`src/include/cfl_pkg.sv`:
```
// package: offsets, field layout, shipped defaults and states of the fuse loader
package cfl_pkg;

  // ----------------------------------------
  // fuse array geometry
  // ----------------------------------------
  localparam int FUSE_BYTES = 12;
  localparam int ADDR_W = 4;
  localparam int DATA_W = 8;

  // ----------------------------------------
  // fuse byte offsets
  // ----------------------------------------
  localparam logic [3:0] OFS_WATCHDOG = 4'h0;
  localparam logic [3:0] OFS_BROWNOUT = 4'h1;
  localparam logic [3:0] OFS_OSCILLATOR = 4'h2;
  localparam logic [3:0] OFS_SYSTEM_A = 4'h5;
  localparam logic [3:0] OFS_SYSTEM_B = 4'h6;
  localparam logic [3:0] OFS_CODE_SIZE = 4'h7;
  localparam logic [3:0] OFS_BOOT_SIZE = 4'h8;
  localparam logic [3:0] OFS_PROTECT_LO = 4'ha;
  localparam logic [3:0] OFS_PROTECT_HI = 4'hb;
  localparam logic [3:0] OFS_LAST = 4'hb;

  // ----------------------------------------
  // field positions
  // ----------------------------------------
  localparam int WDT_WINDOW_LSB = 4;
  localparam int WDT_PERIOD_LSB = 0;
  localparam int BOD_LEVEL_LSB = 5;
  localparam int BOD_RATE_BIT = 4;
  localparam int BOD_ACTIVE_LSB = 2;
  localparam int BOD_SLEEP_LSB = 0;
  localparam int OSC_SELECT_LSB = 0;
  localparam int SCAN_REGION_LSB = 6;
  localparam int SCAN_POLY_BIT = 5;
  localparam int DEBUG_PIN_BIT = 4;
  localparam int RESET_PIN_BIT = 3;
  localparam int KEEP_BOOT_BIT = 1;
  localparam int KEEP_EEPROM_BIT = 0;
  localparam logic [1:0] CONTINUOUS_HOLD_WAKEUP_CODE = 2'h3;

  // ----------------------------------------
  // implemented bits and shipped defaults per byte
  // ----------------------------------------
  localparam logic [DATA_W-1:0] FUSE_MASK [FUSE_BYTES] = '{
    8'hff, 8'hff, 8'h0f, 8'h00, 8'h00, 8'hfb,
    8'h0f, 8'hff, 8'hff, 8'h00, 8'hf3, 8'hff};
  localparam logic [DATA_W-1:0] FUSE_SHIPPED [FUSE_BYTES] = '{
    8'h00, 8'h00, 8'h00, 8'h00, 8'h00, 8'hd0,
    8'h08, 8'h00, 8'h00, 8'h00, 8'h03, 8'h00};

  localparam logic [DATA_W-1:0] BYTE_ZERO = 8'h00;

  // ----------------------------------------
  // loader states
  // ----------------------------------------
  typedef enum logic [2:0] {
    LD_IDLE, LD_WATCHDOG, LD_BROWNOUT, LD_OSCILLATOR, LD_SYSTEM, LD_DONE
  } cfl_load_state_type;

endpackage

```
`src/verilog/cfl_config_fuse_loader.sv`:
```
// configuration fuse bank with start-up loader into peripheral targets
//
// What this block does
// - processor and debug link read fuses; only the debug link programs or clears
// - during start-up the watchdog, brown-out, oscillator and system A fields are copied to their target registers
// - new fuse values act only after a reset and reload
// - watchdog byte 7:4 to window field, 3:0 to time-out period field
// - brown-out byte 7:5 to threshold field; codes above 3 reserved
// - brown-out bit 4 to sample-rate bit: 0 is 128 Hz, 1 is 32 Hz
// - brown-out bits 3:2 to active-mode field; code 3 continuous with wake hold
// - active code 3 holds execution after wake-up until brown-out detector runs
// - brown-out bits 1:0 to sleep-mode field; code 3 reserved
// - oscillator byte bits 3:0 pick default oscillator: 0 fast, 1 slow
// - system byte bits 7:6 pick flash region for start-up scan
// - system byte bit 5 picks scan polynomial: 0 16-bit, 1 32-bit
// - system byte bit 4 sets debug pin role: 0 gpio, 1 debug link
// - system byte bit 3 sets reset pin role: 0 input, 1 external reset
// - shipped fuse contents are factory defaults, not register reset values
// - keep-boot-row bit saves boot row on chip erase unless device locked
// - keep-eeprom bit saves eeprom on chip erase, locked or not
`timescale 1ns/1ps
module cfl_config_fuse_loader
  import cfl_pkg::*;
(
  input wire logic mclk_i,
  input wire logic rst_n_i,
  input wire logic factory_init_i,
  input wire logic cpu_rd_i,
  input wire logic cpu_wr_i,
  input wire logic [cfl_pkg::ADDR_W-1:0] cpu_addr_i,
  output logic [cfl_pkg::DATA_W-1:0] cpu_rdata_o,
  output logic cpu_rvalid_o,
  output logic cpu_wr_refused_o,
  input wire logic link_rd_i,
  input wire logic link_wr_i,
  input wire logic link_clr_i,
  input wire logic [cfl_pkg::ADDR_W-1:0] link_addr_i,
  input wire logic [cfl_pkg::DATA_W-1:0] link_wdata_i,
  output logic [cfl_pkg::DATA_W-1:0] link_rdata_o,
  output logic link_rvalid_o,
  output logic link_wr_done_o,
  input wire logic wakeup_i,
  input wire logic bod_running_i,
  input wire logic chip_erase_i,
  input wire logic locked_i,
  output logic [3:0] wdt_window_o,
  output logic [3:0] wdt_period_o,
  output logic [2:0] brownout_threshold_field_o,
  output logic brownout_sample_rate_bit_o,
  output logic [1:0] brownout_active_mode_o,
  output logic [1:0] brownout_sleep_mode_o,
  output logic [3:0] default_oscillator_select_o,
  output logic [1:0] scan_region_select_o,
  output logic scan_polynomial_select_o,
  output logic debug_pin_role_bit_o,
  output logic reset_pin_role_bit_o,
  output logic load_done_o,
  output logic cpu_run_o,
  output logic erase_flash_o,
  output logic erase_boot_row_o,
  output logic erase_eeprom_o
);

  // ----------------------------------------
  // declarations
  // ----------------------------------------
  logic [FUSE_BYTES-1:0][DATA_W-1:0] fuse;
  cfl_load_state_type state_q;
  cfl_load_state_type state_d;
  logic [DATA_W-1:0] sys_byte_q;
  logic exec_hold_q;
  logic link_wr_ok;
  logic link_clr_ok;

  // ----------------------------------------
  // fuse storage
  // ----------------------------------------
  // processor writes never reach the store
  assign link_wr_ok = link_wr_i && (link_addr_i <= OFS_LAST);
  assign link_clr_ok = link_clr_i && (link_addr_i <= OFS_LAST);

  cfl_fuse_store u_store (
    .mclk_i(mclk_i),
    .factory_init_i(factory_init_i),
    .wr_en_i(link_wr_ok),
    .clr_en_i(link_clr_ok),
    .addr_i(link_addr_i),
    .wdata_i(link_wdata_i),
    .fuse_o(fuse)
  );

  // ----------------------------------------
  // processor read port
  // ----------------------------------------
  always_ff @(posedge mclk_i) begin
    if (!rst_n_i) begin
      cpu_rdata_o <= BYTE_ZERO;
      cpu_rvalid_o <= 1'b0;
    end else begin
      cpu_rvalid_o <= cpu_rd_i;
      if (cpu_rd_i) begin
        if (cpu_addr_i <= OFS_LAST) begin
          cpu_rdata_o <= fuse[cpu_addr_i];
        end else begin
          cpu_rdata_o <= BYTE_ZERO;
        end
      end
    end
  end

  // ----------------------------------------
  // processor write refusal
  // ----------------------------------------
  always_ff @(posedge mclk_i) begin
    if (!rst_n_i) begin
      cpu_wr_refused_o <= 1'b0;
    end else begin
      cpu_wr_refused_o <= cpu_wr_i;
    end
  end

  // ----------------------------------------
  // debug link read and write port
  // ----------------------------------------
  always_ff @(posedge mclk_i) begin
    if (!rst_n_i) begin
      link_rdata_o <= BYTE_ZERO;
      link_rvalid_o <= 1'b0;
      link_wr_done_o <= 1'b0;
    end else begin
      link_rvalid_o <= link_rd_i;
      link_wr_done_o <= link_wr_ok || link_clr_ok;
      if (link_rd_i) begin
        if (link_addr_i <= OFS_LAST) begin
          link_rdata_o <= fuse[link_addr_i];
        end else begin
          link_rdata_o <= BYTE_ZERO;
        end
      end
    end
  end

  // ----------------------------------------
  // start-up loader sequence
  // ----------------------------------------
  always_comb begin
    state_d = state_q;
    unique case (state_q)
      LD_IDLE: begin
        state_d = LD_WATCHDOG;
      end
      LD_WATCHDOG: begin
        state_d = LD_BROWNOUT;
      end
      LD_BROWNOUT: begin
        state_d = LD_OSCILLATOR;
      end
      LD_OSCILLATOR: begin
        state_d = LD_SYSTEM;
      end
      LD_SYSTEM: begin
        state_d = LD_DONE;
      end
      LD_DONE: begin
        state_d = LD_DONE;
      end
      default: begin
        state_d = LD_IDLE;
      end
    endcase
  end

  // only a reset restarts the walk, so live fuse edits wait for it
  always_ff @(posedge mclk_i) begin
    if (!rst_n_i) begin
      state_q <= LD_IDLE;
    end else begin
      state_q <= state_d;
    end
  end

  // ----------------------------------------
  // watchdog targets
  // ----------------------------------------
  always_ff @(posedge mclk_i) begin
    if (!rst_n_i) begin
      wdt_window_o <= 4'h0;
      wdt_period_o <= 4'h0;
    end else if (state_q == LD_WATCHDOG) begin
      wdt_window_o <= fuse[OFS_WATCHDOG][WDT_WINDOW_LSB +: 4];
      wdt_period_o <= fuse[OFS_WATCHDOG][WDT_PERIOD_LSB +: 4];
    end
  end

  // ----------------------------------------
  // brown-out targets
  // ----------------------------------------
  always_ff @(posedge mclk_i) begin
    if (!rst_n_i) begin
      brownout_threshold_field_o <= 3'h0;
      brownout_sample_rate_bit_o <= 1'b0;
      brownout_active_mode_o <= 2'h0;
      brownout_sleep_mode_o <= 2'h0;
    end else if (state_q == LD_BROWNOUT) begin
      // raw copy, reserved codes included
      brownout_threshold_field_o <= fuse[OFS_BROWNOUT][BOD_LEVEL_LSB +: 3];
      brownout_sample_rate_bit_o <= fuse[OFS_BROWNOUT][BOD_RATE_BIT];
      brownout_active_mode_o <= fuse[OFS_BROWNOUT][BOD_ACTIVE_LSB +: 2];
      brownout_sleep_mode_o <= fuse[OFS_BROWNOUT][BOD_SLEEP_LSB +: 2];
    end
  end

  // ----------------------------------------
  // oscillator target
  // ----------------------------------------
  always_ff @(posedge mclk_i) begin
    if (!rst_n_i) begin
      default_oscillator_select_o <= 4'h0;
    end else if (state_q == LD_OSCILLATOR) begin
      default_oscillator_select_o <= fuse[OFS_OSCILLATOR][OSC_SELECT_LSB +: 4];
    end
  end

  // ----------------------------------------
  // system targets
  // ----------------------------------------
  always_ff @(posedge mclk_i) begin
    if (!rst_n_i) begin
      sys_byte_q <= BYTE_ZERO;
      scan_region_select_o <= 2'h0;
      scan_polynomial_select_o <= 1'b0;
      debug_pin_role_bit_o <= 1'b0;
      reset_pin_role_bit_o <= 1'b0;
    end else if (state_q == LD_SYSTEM) begin
      sys_byte_q <= fuse[OFS_SYSTEM_A];
      scan_region_select_o <= fuse[OFS_SYSTEM_A][SCAN_REGION_LSB +: 2];
      scan_polynomial_select_o <= fuse[OFS_SYSTEM_A][SCAN_POLY_BIT];
      debug_pin_role_bit_o <= fuse[OFS_SYSTEM_A][DEBUG_PIN_BIT];
      reset_pin_role_bit_o <= fuse[OFS_SYSTEM_A][RESET_PIN_BIT];
    end
  end

  // ----------------------------------------
  // processor release
  // ----------------------------------------
  always_ff @(posedge mclk_i) begin
    if (!rst_n_i) begin
      load_done_o <= 1'b0;
    end else begin
      load_done_o <= (state_q == LD_SYSTEM) || (state_q == LD_DONE);
    end
  end

  // ----------------------------------------
  // wake-up hold until brown-out detector runs
  // ----------------------------------------
  always_ff @(posedge mclk_i) begin
    if (!rst_n_i) begin
      exec_hold_q <= 1'b0;
    end else if (bod_running_i) begin
      exec_hold_q <= 1'b0;
    end else if (wakeup_i && brownout_active_mode_o == CONTINUOUS_HOLD_WAKEUP_CODE) begin
      exec_hold_q <= 1'b1;
    end
  end

  always_ff @(posedge mclk_i) begin
    if (!rst_n_i) begin
      cpu_run_o <= 1'b0;
    end else begin
      cpu_run_o <= load_done_o && !exec_hold_q && !(wakeup_i && !bod_running_i
        && brownout_active_mode_o == CONTINUOUS_HOLD_WAKEUP_CODE);
    end
  end

  // ----------------------------------------
  // chip erase, using loaded save bits
  // ----------------------------------------
  cfl_erase_guard u_erase (
    .mclk_i(mclk_i),
    .rst_n_i(rst_n_i),
    .erase_req_i(chip_erase_i && load_done_o),
    .locked_i(locked_i),
    .keep_boot_row_bit_i(sys_byte_q[KEEP_BOOT_BIT]),
    .keep_eeprom_bit_i(sys_byte_q[KEEP_EEPROM_BIT]),
    .erase_flash_o(erase_flash_o),
    .erase_boot_row_o(erase_boot_row_o),
    .erase_eeprom_o(erase_eeprom_o)
  );

endmodule

```
`src/verilog/cfl_fuse_store.sv`:
```
// nonvolatile fuse byte array, loaded with shipped defaults by factory init, otherwise written only through the debug link port
`timescale 1ns/1ps
module cfl_fuse_store
  import cfl_pkg::*;
(
  input wire logic mclk_i,
  input wire logic factory_init_i,
  input wire logic wr_en_i,
  input wire logic clr_en_i,
  input wire logic [cfl_pkg::ADDR_W-1:0] addr_i,
  input wire logic [cfl_pkg::DATA_W-1:0] wdata_i,
  output logic [cfl_pkg::FUSE_BYTES-1:0][cfl_pkg::DATA_W-1:0] fuse_o
);

  // ----------------------------------------
  // one byte per entry, kept through reset
  // ----------------------------------------
  genvar g;
  generate
    for (g = 0; g < FUSE_BYTES; g = g + 1) begin : g_byte
      logic [DATA_W-1:0] byte_q;
      always_ff @(posedge mclk_i) begin
        if (factory_init_i) begin
          byte_q <= FUSE_SHIPPED[g];
        end else if (clr_en_i && addr_i == ADDR_W'(g)) begin
          byte_q <= BYTE_ZERO;
        end else if (wr_en_i && addr_i == ADDR_W'(g)) begin
          byte_q <= wdata_i & FUSE_MASK[g];
        end
      end
      assign fuse_o[g] = byte_q;
    end
  endgenerate

endmodule

```
`src/verilog/cfl_erase_guard.sv`:
```
// decides which nonvolatile sections a chip erase wipes
`timescale 1ns/1ps
module cfl_erase_guard (
  input wire logic mclk_i,
  input wire logic rst_n_i,
  input wire logic erase_req_i,
  input wire logic locked_i,
  input wire logic keep_boot_row_bit_i,
  input wire logic keep_eeprom_bit_i,
  output logic erase_flash_o,
  output logic erase_boot_row_o,
  output logic erase_eeprom_o
);

  // ----------------------------------------
  // erase strobes
  // ----------------------------------------
  always_ff @(posedge mclk_i) begin
    if (!rst_n_i) begin
      erase_flash_o <= 1'b0;
      erase_boot_row_o <= 1'b0;
      erase_eeprom_o <= 1'b0;
    end else begin
      erase_flash_o <= erase_req_i;
      erase_boot_row_o <= erase_req_i && (locked_i || !keep_boot_row_bit_i);
      erase_eeprom_o <= erase_req_i && !keep_eeprom_bit_i;
    end
  end

endmodule

```
`config.mk`:
```
export PLATFORM = sky130hd
export DESIGN_NAME = cfl_config_fuse_loader
export DESIGN_NICKNAME = d
export VERILOG_FILES = /design/src/include/cfl_pkg.sv /design/src/verilog/cfl_config_fuse_loader.sv /design/src/verilog/cfl_fuse_store.sv /design/src/verilog/cfl_erase_guard.sv
export SDC_FILE = /design/constraint.sdc
export NUM_CORES = 1
export LEC_CHECK = 0
export CELL_PAD_IN_SITES_DETAIL_PLACEMENT = 0
export CELL_PAD_IN_SITES_GLOBAL_PLACEMENT = 2
export CORE_ASPECT_RATIO = 0.75
export CORE_UTILIZATION = 40
export CTS_BUF_LIST = sky130_fd_sc_hd__clkbuf_16
export DETAILED_ROUTE_END_ITERATION = 8
export DONT_BUFFER_PORTS = 1
export HOLD_SLACK_MARGIN = 0.06
export PLACE_DENSITY = 0.76
export SLEW_MARGIN = 30
export SYNTH_ARGS = -nofsm -noshare
export SYNTH_HDL_FRONTEND = slang
export SYNTH_HIERARCHICAL = 1
export SYNTH_SLANG_ARGS = --single-unit
```
`constraint.sdc`:
```
create_clock -name mclk_i -period 3.2 [get_ports mclk_i]
set_input_delay 0.64 -clock mclk_i [delete_from_list [all_inputs] [get_ports mclk_i]]
set_output_delay 0.64 -clock mclk_i [all_outputs]
set_load 0.01 [all_outputs]
```
==> impl_metrics.json <==
{
  "ys_async_sr_fraction_pct": 0,
  "htreeDepth": 4,
  "slew_viol_final": 0,
  "grt_start_max_net_pins": 42,
  "nFillCells": 1519,
  "drt_iter0_markers": 545,
  "hold_viol": 0,
  "port_buffers": 0,
  "path_cells": "a21boi_0 > buf_4 > nand3b_1 > nor4b_1 > a311o_1",
  "detailed_place_hpwl_mm": 14.4,
  "skew_ns": 0.00600,
  "p_leak_uw": 0.00241,
  "numCtsBuffers": 17,
  "hold_path_class": "in2reg",
  "routed_wl_mm": 19.9,
  "crit_type": "in2reg",
  "viasPerCell": 5.98,
  "synth_warnings": 6,
  "grt_util_all_layers_pct": 25.7,
  "syn_to_final_growth_pct": 6.08,
  "slowest_stage": "nand3b_1",
  "synth-seq-cells": 117,
  "synth.distinct_cells": 51,
  "via_count": 5116,
  "fp-row-count": 39,
  "min_period_over_period_pct": 57.1,
  "core_um2": 15200,
  "vdd.ir_drop.worst_uv": 335,
  "cp.arrival_ns": 2.18,
  "dr.pass1.iters": 5,
  "post_route_cells_drive_above_1_share_pct": 10.2,
  "cp-start-kind": "primary input",
  "clkLatencyLatePin_ns": 0.41,
  "crit_required_ns": 3.55,
  "overflow": 0,
  "synth_edf_count": 0,
  "drc": 0,
  "die_y_um": 110,
  "netlist_instances": 675,
  "syn_area_um2": 6250,
  "clk_path_buf_depth": 2,
  "grt_pass1_vias": 4908,
  "gp_congestion": 0.871,
  "slowest_delay_ns": 0.53,
  "fp.dieArea_um2": 16100,
  "grt_pass1_wl_mm": 30.0,
  "postCtsSetupRepairBufs": 0,
  "antenna_found_initial": 0,
  "powerDensity_nw_per_um2": 530,
  "die_x_um": 146,
  "status": "finished, final reports clean",
  "fin_crit_ns": 1.83,
  "fmax_ghz": 0.547,
  "finalWorstSetupSlack_ns": 1.37,
  "cts.repair.resized": 0,
  "ys.flop_type": "dfxtp_1",
  "worstPathMaxFanout": 22,
  "postRouteAntennaNets": 0,
  "fin_nets": 666,
  "hold_buffers": 0,
  "relSlewSlack_pct": 40.7,
  "timing.setup.tns_ns": 0,
  "pin_count": 78,
  "maxCapViolations": 0,
  "clkTransAtPathRegs_ns": 0.05,
  "initial_utilization_pct": 41.1,
  "finalSetupViolCount": 0,
  "rsz0062_at_grt": "false",
  "wl_per_cell_um": 23.3,
  "cts.sinks": 117,
  "cts-root-buf": "clkbuf_16",
  "pre_cts_ws_ns": 0.990,
  "crit_path_end_kind": "flip-flop",
  "tightest_slew_ns": 0.884,
  "yosysSeqAreaShare_pct": 37.5,
  "cts_tree": "built",
  "synth.avg_cell_area_um2": 9.26
}
-- kinds of logic (layout without fill, tap and decap cells) --
family | Yosys count | in the layout | synth area share, %
AO/OA/AOI/OAI | 189 | 189 | 18.1
AND/OR/NAND/NOR | 161 | 161 | 13.6
flip-flops | 117 | 117 | 37.5
buffers and inverters | 108 | 49 | 10.0
multiplexers | 99 | 99 | 20.8
other | 1 | 36 | 0.0600
-- worst paths after layout --
check / start / endpoint / slack [ns] / cells after the start
setup / recovery: link_wr_i / u_store/g_byte[10].byte_q[0] / 1.37 / 5
hold / removal: bod_running_i / exec_hold_q / 0.30 / 1
setup reg to reg: state_q[2] / wdt_window_o[0] / 1.74 / 4
hold reg to reg: exec_hold_q / cpu_run_o / 0.42 / 1
-- cells in the final DEF (no fill, tap or decap), types with 6 or more instances in the layout --
master,Yosys,final
nor2_1,40,40
inv_1,12,14
clkinv_2,0,6
clkbuf_16,0,17
o221ai_1,8,8
nand2_1,13,13
o22ai_1,16,16
conb_1,1,35
nand2b_1,6,6
a221o_1,11,11
a21oi_1,64,64
nand3_1,56,56
o21ai_0,61,61
o211ai_1,8,8
nor3_1,11,11
buf_4,38,6
mux2i_1,75,75
mux4_2,21,21
dfxtp_1,117,117
-- worst max-delay path, delay by kind of cell --
kind | cells | cell delay [ns]
simple gates | 2 | 1.03
compound gates | 2 | 0.33
buf+inv | 1 | 0.18
-- metal layers --
layer / up-vias / part of all wire, % / GRT usage [%]
met5: - / 0 / 0
met1: 2512 / 48 / 36.9
li1: 2344 / - / -
met2: 238 / 41 / 36.9
met4: 0 / 1.6 / 8.93
met3: 22 / 9.3 / 6.75
-- registers in the layout, summed over array words and instances (netlist names), 2 cells and up --
name and flops:
u_store/g_byte.byte_q 61, link_rdata_o 8, sys_byte_q 2, scan_region_select_o 2
brownout_threshold_field_o 3, brownout_active_mode_o 2, brownout_sleep_mode_o 2, wdt_window_o 4
wdt_period_o 4, state_q 3, default_oscillator_select_o 4, cpu_rdata_o 8
-- Yosys cell counts (5+ instances only) --
| cell type | n | area [um2] |
|---|---|---|
| o221ai_1 | 8 | 70.1 |
| nor3_1 | 11 | 55.1 |
| nand2b_1 | 6 | 37.5 |
| dfxtp_1 | 117 | 2340 |
| nor2_1 | 40 | 150 |
| a221o_1 | 11 | 110 |
| a21oi_1 | 64 | 320 |
| nand3_1 | 56 | 280 |
| o22ai_1 | 16 | 100 |
| and2_1 | 5 | 31.3 |
| nand3b_1 | 5 | 37.5 |
| nand2_1 | 13 | 48.8 |
| inv_1 | 12 | 45.0 |
| buf_2 | 22 | 110 |
| o21ai_0 | 61 | 305 |
| o21bai_1 | 5 | 37.5 |
| buf_4 | 38 | 285 |
| mux4_2 | 21 | 473 |
| o211ai_1 | 8 | 60.1 |
| clkbuf_1 | 24 | 90.1 |
| mux2i_1 | 75 | 751 |
-- power by group --
group          internal, uW  switching, uW  leakage, uW
Clock                  1040            673     0.000269
Combinational           122            151      0.00119
Sequential             1490           40.5     0.000948
Total                  2650            865      0.00241
-- cell type report --
type	instances	area [um2]	area share (%)
antenna	1	2.50	0.0377
clock buffer	17	425	6.42
clock inverter	14	98.8	1.49
inverter	12	45.0	0.679
multi-input combinational	484	3420	51.5
sequential	117	2340	35.3
tap	205	256	3.87
timing repair buffer	6	45.0	0.679
-- stage by stage --
step                      hold slack [ns]  instance area [um2]  util [%]  total power, uW  cells
final                               0.302                 6630      43.6             3520    856
after floorplan                     0.391                 6380         -             1850    709
after global routing                0.287                 6630      43.5             3640    855
after global placement              0.416                 6100      40.1             1820    824
after detailed placement            0.415                 6100      40.1             1830    824
after CTS                           0.285                 6630      43.5             3530    855
No activity file was read; power rests on OpenSTA's default activity.
